File: src/logic/hs_dac_pkg.sv
// register map, field layout and reset values of the fast dac control block
// assumes a 16-bit byte address taken from the low bits of the apb address
package hs_dac_pkg;

  // ****************************************************************
  // ***                     register offsets                     ***
  // ****************************************************************
  localparam logic [15:0] OFS_CONFIG       = 16'h2010;
  localparam logic [15:0] OFS_CODE         = 16'h2048;
  localparam logic [15:0] OFS_LOCK         = 16'h2230;
  localparam logic [15:0] OFS_GAIN_TRIM    = 16'h2260;
  localparam logic [15:0] OFS_OFF_LP_ATTEN = 16'h2264;
  localparam logic [15:0] OFS_OFF_LP       = 16'h2268;
  localparam logic [15:0] OFS_OFF_HP_ATTEN = 16'h22b8;
  localparam logic [15:0] OFS_OFF_HP       = 16'h22bc;
  localparam logic [15:0] OFS_POWER_BW     = 16'h22f0;
  localparam logic [15:0] OFS_AUX_CTRL     = 16'h22f4;
  localparam logic [15:0] OFS_STATUS       = 16'h22f8;

  // ****************************************************************
  // ***                      field layout                        ***
  // ****************************************************************
  localparam int CFG_AMP_BIT   = 0;
  localparam int CFG_RATE_LSB  = 1;
  localparam int CFG_RATE_MSB  = 8;
  localparam int CFG_ATTEN_BIT = 12;
  localparam logic [31:0] CFG_WR_MASK = 32'h0000_11ff;
  localparam int PWR_MODE_BIT  = 0;
  localparam int PWR_FILT_LSB  = 2;
  localparam int PWR_FILT_MSB  = 3;
  localparam logic [31:0] PWR_WR_MASK = 32'h0000_000d;
  localparam int AUX_CLK_BIT   = 0;
  localparam int AUX_DCBUF_BIT = 1;
  localparam int CODE_W        = 12;
  localparam int TRIM_W        = 12;
  localparam int TRIM_NUM      = 5;

  // ****************************************************************
  // ***                      reset values                        ***
  // ****************************************************************
  localparam logic [31:0] CONFIG_RST = 32'h0000_001e;
  localparam logic [11:0] CODE_RST   = 12'h800;
  localparam logic [31:0] LOCK_RST   = 32'hde87_a5a0;
  localparam logic [11:0] GAIN_RST   = 12'h800;
  localparam logic [11:0] OFFSET_RST = 12'h000;
  localparam logic [31:0] POWER_RST  = 32'h0000_0000;
  localparam logic [1:0]  AUX_RST    = 2'h0;
  // value that opens the trim registers; arbitrary
  localparam logic [31:0] LOCK_KEY   = 32'h0000_c0de;

  // true when a word address selects a register offset
  function automatic logic reg_hit(input logic [15:0] addr,
                                   input logic [15:0] ofs);
    reg_hit = (addr[15:2] == ofs[15:2]);
  endfunction : reg_hit

endpackage : hs_dac_pkg

File: src/logic/cal_if.sv
// carries the trim bank access and its results between control and bank
// assumes both ends run on the same clock
`timescale 1ns/10ps
interface cal_if;
  import hs_dac_pkg::*;
  logic [15:0]       addr;
  logic [31:0]       wdata;
  logic              wr;
  logic [31:0]       rdata;
  logic              hit;
  logic              refused;
  logic              unlocked;
  logic [TRIM_W-1:0] trim [TRIM_NUM];

  modport ctrl (output addr, wdata, wr,
                input  rdata, hit, refused, unlocked, trim);
  modport bank (input  addr, wdata, wr,
                output rdata, hit, refused, unlocked, trim);
endinterface : cal_if

File: src/logic/cal_trim_bank.sv
// lock register and gain and offset trim registers of the fast dac
// assumes wr is a one-cycle pulse at the completing bus edge
`timescale 1ns/10ps
module cal_trim_bank (
  // clock and reset
  input wire logic core_clk,
  input wire logic reset,
  // access from the control block
  cal_if.bank      cal
);
  import hs_dac_pkg::*;

  // ****************************************************************
  // ***                        storage                           ***
  // ****************************************************************
  localparam logic [15:0] TRIM_OFS [TRIM_NUM] = '{OFS_GAIN_TRIM,
    OFS_OFF_LP_ATTEN, OFS_OFF_LP, OFS_OFF_HP_ATTEN, OFS_OFF_HP};
  localparam logic [11:0] TRIM_RST [TRIM_NUM] = '{GAIN_RST,
    OFFSET_RST, OFFSET_RST, OFFSET_RST, OFFSET_RST};

  logic [31:0]        lock_q;
  logic [TRIM_W-1:0]  trim_q [TRIM_NUM];
  logic [TRIM_NUM-1:0] trim_sel;
  logic               lock_sel;

  assign lock_sel     = reg_hit(cal.addr, OFS_LOCK);
  assign cal.unlocked = (lock_q == LOCK_KEY);
  assign cal.hit      = lock_sel | (|trim_sel);
  assign cal.refused  = (|trim_sel) & ~cal.unlocked;

  always_ff @(posedge core_clk or posedge reset) begin
    if (reset) begin
      lock_q <= LOCK_RST;
    end else if (cal.wr && lock_sel) begin
      lock_q <= cal.wdata;
    end
  end

  genvar i;
  generate
    for (i = 0; i < TRIM_NUM; i++) begin : g_trim
      assign trim_sel[i] = reg_hit(cal.addr, TRIM_OFS[i]);
      assign cal.trim[i] = trim_q[i];
      always_ff @(posedge core_clk or posedge reset) begin
        if (reset) begin
          trim_q[i] <= TRIM_RST[i];
        end else if (cal.wr && trim_sel[i] && cal.unlocked) begin
          trim_q[i] <= cal.wdata[TRIM_W-1:0];
        end
      end
    end
  endgenerate

  // ****************************************************************
  // ***                       read back                          ***
  // ****************************************************************
  always_comb begin
    cal.rdata = lock_sel ? lock_q : 32'h0000_0000;
    for (int k = 0; k < TRIM_NUM; k++) begin
      if (trim_sel[k]) begin
        cal.rdata = {{(32-TRIM_W){1'b0}}, trim_q[k]};
      end
    end
  end

endmodule : cal_trim_bank

File: src/logic/hs_dac_mode_control.sv
// control of the fast excitation dac: power mode, filter, scaling, update
// rate divider, clock gating in hibernate and locked trim registers
// assumes an apb master on core_clk and hibernate synchronous to core_clk
`timescale 1ns/10ps

module hs_dac_mode_control (
  // clock and reset
  input  wire logic        core_clk,
  input  wire logic        reset,
  // apb slave
  input  wire logic        psel,
  input  wire logic        penable,
  input  wire logic        pwrite,
  input  wire logic [15:0] paddr,
  input  wire logic [31:0] pwdata,
  output logic             pready,
  output logic [31:0]      prdata,
  output logic             pslverr,
  // power state
  input  wire logic        hibernate,
  // analog controls
  output logic             high_power,
  output logic             clk_32m_sel,
  output logic [1:0]       filter_sel,
  output logic             atten_en,
  output logic             amp_gain_hi,
  output logic             dc_buf_en,
  output logic             dac_clk_en,
  output logic [11:0]      dac_code,
  output logic             dac_update,
  output logic [11:0]      dac_gain_trim,
  output logic [11:0]      dac_offset_trim
);
  import hs_dac_pkg::*;

  // ****************************************************************
  // ***                    bus handshake                         ***
  // ****************************************************************
  cal_if cal ();

  logic        pready_q, pready_d;
  logic [31:0] prdata_q, prdata_d;
  logic        pslverr_q, pslverr_d;
  logic        commit, wr_commit;
  logic        sel_cfg, sel_code, sel_pwr, sel_aux, sel_stat, hit_any;

  // one wait state: answer in the second access cycle
  assign pready_d  = psel & penable & ~pready_q;
  assign commit    = psel & penable & pready_q;
  assign wr_commit = commit & pwrite;

  assign sel_cfg  = reg_hit(paddr, OFS_CONFIG);
  assign sel_code = reg_hit(paddr, OFS_CODE);
  assign sel_pwr  = reg_hit(paddr, OFS_POWER_BW);
  assign sel_aux  = reg_hit(paddr, OFS_AUX_CTRL);
  assign sel_stat = reg_hit(paddr, OFS_STATUS);
  // unmapped addresses answer with an error and zero data
  assign hit_any  = sel_cfg | sel_code | sel_pwr | sel_aux | sel_stat
                  | cal.hit;

  assign cal.addr  = paddr;
  assign cal.wdata = pwdata;
  assign cal.wr    = wr_commit;

  cal_trim_bank u_bank (
    .core_clk (core_clk),
    .reset    (reset),
    .cal      (cal.bank)
  );

  // ****************************************************************
  // ***                   control registers                      ***
  // ****************************************************************
  logic [31:0]       cfg_q;
  logic [11:0]       code_q;
  logic [31:0]       pwr_q;
  logic [1:0]        aux_q;
  logic              clk_en_q;
  logic [7:0]        div_q, div_d;
  logic [7:0]        rate;
  logic              upd_q, upd_d;
  logic [11:0]       gain_q, offset_q, offset_d;
  logic [31:0]       stat_word;

  // writes land only at the completing edge; a refused access moves nothing
  always_ff @(posedge core_clk or posedge reset) begin
    if (reset) begin
      cfg_q <= CONFIG_RST;
    end else if (wr_commit && sel_cfg) begin
      cfg_q <= pwdata & CFG_WR_MASK;
    end
  end

  always_ff @(posedge core_clk or posedge reset) begin
    if (reset) begin
      code_q <= CODE_RST;
    end else if (wr_commit && sel_code) begin
      code_q <= pwdata[CODE_W-1:0];
    end
  end

  always_ff @(posedge core_clk or posedge reset) begin
    if (reset) begin
      pwr_q <= POWER_RST;
    end else if (wr_commit && sel_pwr) begin
      pwr_q <= pwdata & PWR_WR_MASK;
    end
  end

  always_ff @(posedge core_clk or posedge reset) begin
    if (reset) begin
      aux_q <= AUX_RST;
    end else if (wr_commit && sel_aux) begin
      aux_q <= pwdata[1:0];
    end
  end

  // ****************************************************************
  // ***              clock gating and update divider             ***
  // ****************************************************************
  assign rate  = cfg_q[CFG_RATE_MSB:CFG_RATE_LSB];
  // rate zero is treated as divide by one
  // the count restarts while gated, so the first update after wake-up
  // comes one full period after the clock returns
  assign upd_d = clk_en_q & ((rate == 8'h00) | (div_q >= rate - 8'h01));
  assign div_d = (!clk_en_q || upd_d) ? 8'h00 : div_q + 8'h01;

  always_ff @(posedge core_clk or posedge reset) begin
    if (reset) begin
      clk_en_q <= 1'b0;
      div_q    <= 8'h00;
      upd_q    <= 1'b0;
    end else begin
      clk_en_q <= aux_q[AUX_CLK_BIT] & ~hibernate;
      div_q    <= div_d;
      upd_q    <= upd_d;
    end
  end

  // ****************************************************************
  // ***                   trim selection                         ***
  // ****************************************************************
  // offset trim follows power mode and attenuator setting
  // copies are registered so every analog input comes from a flip-flop
  assign offset_d = pwr_q[PWR_MODE_BIT]
    ? (cfg_q[CFG_ATTEN_BIT] ? cal.trim[3] : cal.trim[4])
    : (cfg_q[CFG_ATTEN_BIT] ? cal.trim[1] : cal.trim[2]);

  always_ff @(posedge core_clk or posedge reset) begin
    if (reset) begin
      gain_q   <= GAIN_RST;
      offset_q <= OFFSET_RST;
    end else begin
      gain_q   <= cal.trim[0];
      offset_q <= offset_d;
    end
  end

  // ****************************************************************
  // ***                       read back                          ***
  // ****************************************************************
  assign stat_word = {29'h0000_0000, pwr_q[PWR_MODE_BIT], clk_en_q,
                      cal.unlocked};

  assign prdata_d = sel_cfg  ? cfg_q :
                    sel_code ? {20'h0_0000, code_q} :
                    sel_pwr  ? pwr_q :
                    sel_aux  ? {30'h0000_0000, aux_q} :
                    sel_stat ? stat_word :
                    cal.rdata;
  assign pslverr_d = pready_d & (~hit_any | (pwrite & cal.refused));
  // read data is zero outside the answering cycle

  always_ff @(posedge core_clk or posedge reset) begin
    if (reset) begin
      pready_q  <= 1'b0;
      prdata_q  <= 32'h0000_0000;
      pslverr_q <= 1'b0;
    end else begin
      pready_q  <= pready_d;
      prdata_q  <= (pready_d && !pwrite) ? prdata_d : 32'h0000_0000;
      pslverr_q <= pslverr_d;
    end
  end

  // ****************************************************************
  // ***                        outputs                           ***
  // ****************************************************************
  assign pready          = pready_q;
  assign prdata          = prdata_q;
  assign pslverr         = pslverr_q;
  // power mode and clock select outputs follow the mode bit: one means 32 MHz
  assign high_power      = pwr_q[PWR_MODE_BIT];
  assign clk_32m_sel     = pwr_q[PWR_MODE_BIT];
  assign filter_sel      = pwr_q[PWR_FILT_MSB:PWR_FILT_LSB];
  assign atten_en        = cfg_q[CFG_ATTEN_BIT];
  assign amp_gain_hi     = cfg_q[CFG_AMP_BIT];
  assign dc_buf_en       = aux_q[AUX_DCBUF_BIT];
  assign dac_clk_en      = clk_en_q;
  assign dac_code        = code_q;
  assign dac_update      = upd_q;
  assign dac_gain_trim   = gain_q;
  assign dac_offset_trim = offset_q;

endmodule : hs_dac_mode_control

File: config.mk
export PLATFORM = sky130hd
export DESIGN_NAME = hs_dac_mode_control
export DESIGN_NICKNAME = d
export VERILOG_FILES = /design/src/logic/hs_dac_pkg.sv /design/src/logic/cal_if.sv /design/src/logic/cal_trim_bank.sv /design/src/logic/hs_dac_mode_control.sv
export SDC_FILE = /design/constraint.sdc
export NUM_CORES = 1
export LEC_CHECK = 0
export BUFFER_PORTS_ARGS = -buffer_cell sky130_fd_sc_hd__buf_2
export CAP_MARGIN = 30
export CORE_UTILIZATION = 40
export CTS_CLUSTER_DIAMETER = 120
export DETAILED_ROUTE_END_ITERATION = 6
export HOLD_SLACK_MARGIN = 0.12
export PLACE_DENSITY_LB_ADDON = 0.1
export SLEW_MARGIN = 30
export SYNTH_ARGS = -nofsm -noshare
export SYNTH_HDL_FRONTEND = slang
export SYNTH_HIERARCHICAL = 1
export SYNTH_SLANG_ARGS = --single-unit
File: constraint.sdc
create_clock -name core_clk -period 5.25 [get_ports core_clk]
set_input_delay 0.525 -clock core_clk [delete_from_list [all_inputs] [get_ports core_clk]]
set_output_delay 0.525 -clock core_clk [all_outputs]
set_load 0.05 [all_outputs]
==> metrics.md <==
| Metric | Value |
|---|---|
| # nets final | `~900` |
| Slowest CP cell | `and4bb_1` |
| DPL Wire Length | `about 17 mm` |
| Fill count | `between 1500 and 2000` |
| Synth area leaders | `dfrtp_1 (47%), mux2_2 (10%), dfstp_2 (6.9%)` |
| Post-DR wirelength/cell | `between 20 and 25 µm` |
| WP data required | `5.60 ns` |
| Maximum clock path buffer count | `2` |
| FMAX | `approximately 290 MHz` |
| Core outline area | `approximately 21000 µm²` |
| Status | `completed` |
| Die area | `approximately 22000 µm²` |
| Hold crit path type | `input port to register` |
| Clk_lat worst skew | `0.43 ns` |
| Post-route clock skew | `approximately 0.010 ns` |
| Number of antenna violations at the first check in global routing | `0` |
| Max Cap Violations | `0` |
| Drt pass-1 iters | `5` |
| Root Driver | `clkbuf_16` |
| Top cell type's share of synthesized area | `0.469` |
| RSZ-0062 raised after global routing | `false` |
| EDFF count, synth | `0` |
| Worst setup path category | `input port to register` |
| Post-synth cell types | `between 60 and 70` |
| Gates resized, CTS repair | `0` |
| Final hold violations | `0` |
| Worst path bufs/invs | `1` |
| Final setup fails | `0` |
| Reg clk slew, reported paths | `0.07 ns` |
| Crit share post-route | `0.659` |
| Setup crit end kind | `register` |
| Max incr delay on CP | `roughly 0.80 ns` |
| Share of cells above drive strength 1 | `0.361` |
| Crit-path cells | `buf_2 > and4bb_1 > nand4_1 > nor2_1 > a21oi_1 > o32ai_1 > a22oi_1 > a21oi_1` |
| Synth Net Count | `777` |
| CTS tree | `done` |
| Yosys reg bits | `~190` |
| Actual slew at the worst max-slew pin | `around 0.84 ns` |
| Cell mode on critical path | `a21oi_1` |
| Initial Utilization | `0.412` |
| CP Data Arrival Time | `around 3.8 ns` |
| Die X | `roughly 150 µm` |
| I/O Buffers | `between 100 and 150` |
| Slew HR | `0.436` |
| Syn. warnings | `6` |
| Ys flop type | `dfrtp_1` |
| Global route overflow | `0` |
| RePlAce Congestion | `around 0.86` |
| DRC errors left | `0` |
| Overall routing resource usage | `0.223` |
| Post-DRT Antenna Nets | `0` |
| Family with the most delay on the worst path | `simple AND/OR/NAND/NOR gates` |
| Mapped Area | `between 8000 and 9000 µm²` |
| Register area share after synthesis | `0.538` |
| Pwr/cell area | `277 nW/µm²` |
| First-pass GRT wire length | `around 37 mm` |
| Vias in the first global route | `between 6000 and 7000` |
| I/O pin cnt | `133` |
| Initial DRC count | `about 440` |
| Worst Setup Start Kind | `input port` |
| Min cycle time layout | `around 3.5 ns` |
| Total CTS buffers | `17` |
| Cells after Synth | `about 710` |
| H-tree level count | `4` |
| # diodes | `0` |
| Via count | `approximately 6200` |
| Clk sinks | `approximately 190` |
| Peak supply drop | `slightly above 0.2 mV` |
| Row count | `between 50 and 60` |
| Height of the die | `150 µm` |
| Layout Area Growth over Synthesis | `16.5%` |
| Drt total wl | `about 24 mm` |
| Util after Layout | `0.480` |
| Vias per std cell | `around 5.6` |
| Setup total negative slack | `0 ns` |
| Avg Cell Area, Syn | `roughly 12 µm²` |
| Synth area leader | `dfrtp_1` |
| Tightest hold margin | `0.244 ns` |
| Slew Viols, Final | `0` |
| Asr flop ratio synth | `1.00` |
| Largest net degree at the start of global routing | `58` |
| Static leakage | `5.05 nW` |
| Crit-path max FO | `16` |
## cells in the mapped netlist, types with 2 or more instances
master	count
nor4_1	6
nor2b_1	4
and2_4	10
o22ai_1	3
and4_1	3
a21o_1	4
a32oi_1	2
mux2_1	40
o211ai_1	2
buf_4	5
nor2_1	74
nor4bb_1	2
mux2_2	78
o21ai_0	12
nor4b_1	4
o32ai_1	10
xnor2_1	7
a31oi_1	2
inv_1	10
ha_1	11
dfrtp_1	164
buf_6	4
nor3_1	5
a22oi_1	11
dfstp_2	23
xor2_1	6
nand4_1	15
and3_1	11
a21oi_1	32
nand2_1	16
mux4_2	12
buf_2	8
and2_1	33
nand3b_1	2
nor3b_1	3
a32o_1	2
and4b_1	2
nand3_1	21
clkbuf_1	20
or3_1	3
a22o_1	3
## flip-flops by register name (all words and copies together), names as in the netlist, 2 cells and up
| register | cells |
|---|---|
| u_bank/cal.trim | 60 |
| dac_code | 12 |
| div_q | 8 |
| pwr_q | 3 |
| u_bank/lock_q | 32 |
| dac_offset_trim | 12 |
| dac_gain_trim | 12 |
| cfg_q | 10 |
| aux_q | 2 |
| prdata | 32 |
## where the power goes
group / total, W / internal [W] / switching (W)
Sequential: 0.00144 / 0.00144 / 0.000000608
Combinational: 0.000112 / 0.0000276 / 0.0000848
Clock: 0.00127 / 0.000701 / 0.000567
## per-stage QoR
| step | instances | instance area (µm²) | setup WS, ns | power, W |
|---|---|---|---|---|
| 6_report | 1119 | 10200 | 1.79 | 0.00282 |
| 3_3_place_gp | 1085 | 9580 | 1.50 | 0.00158 |
| 5_1_grt | 1119 | 10200 | 1.62 | 0.00293 |
| 4_1_cts | 1119 | 10200 | 1.93 | 0.00286 |
| 3_5_place_dp | 1086 | 9600 | 1.50 | 0.00158 |
| 2_1_floorplan | 712 | 8750 | 2.26 | 0.00152 |
## layout by cell type, fill, tap and decap left out, types with 3 or more instances in the layout
master,n
dfrtp_1,163
dfstp_2,23
and4_1,3
o21ai_0,12
xor2_1,6
ha_1,11
and3_1,11
mux2_1,40
a22o_1,3
clkbuf_16,17
o32ai_1,10
o22ai_1,3
inv_1,8
a21o_1,4
buf_4,6
mux4_2,12
nand4_1,15
nand3_1,21
a22oi_1,11
and2_1,33
nor2_1,74
buf_2,130
mux2_2,78
nor4_1,6
and2_4,10
nor3_1,5
inv_6,5
or3_1,3
nand2_1,16
xnor2_1,7
nor4b_1,4
clkbuf_8,3
a21oi_1,32
nor2b_1,4
## path summary, 6_finish.rpt
path	startpoint	cells after the start	slack [ns]	endpoint
hold reg to reg	u_bank/cal.trim[59]	0	0.38	dac_gain_trim[11]
hold / removal	hibernate	2	0.24	dac_clk_en
setup / recovery	paddr[7]	8	1.79	prdata[6]
setup reg to reg	cfg_q[3]	9	2.30	div_q[0]
max in group asynchronous	reset	4	3.33	cfg_q[12]
min in group asynchronous	reset	3	0.65	u_bank/lock_q[29]
## repair_timing
item / in CTS / in global routing
buffers inserted: 0 / 0
endpoints found under the hold margin: 7 / 0
hold buffers: 1 / 0
## layer usage
metal | track usage | vias up | wire [µm]
met5 | 0 | - | 0
met4 | 0.0788 | 0 | 465
met3 | 0.0402 | 34 | 1270
met2 | 0.365 | 223 | 11500
met1 | 0.297 | 3168 | 10400
li1 | - | 2823 | -
## area by class of cell
type | count | area (µm²) | share of cell area
sequential | 187 | 4710 | 0.462
multi-input combinational | 477 | 3800 | 0.372
timing repair buffer | 138 | 726 | 0.0712
clock buffer | 22 | 474 | 0.0465
tap | 275 | 344 | 0.0337
clock inverter | 10 | 104 | 0.0102
inverter | 10 | 41.3 | 0.00405
## cell families after synthesis
family,count (synthesis),synth area share
compound gates,92,0.0695
xor+xnor,13,0.0130
fa+ha+maj,11,0.0157
buf+inv,48,0.0286
flops,187,0.538
mux,131,0.184
simple gates,230,0.151
Power figures use the tool's default switching activity.
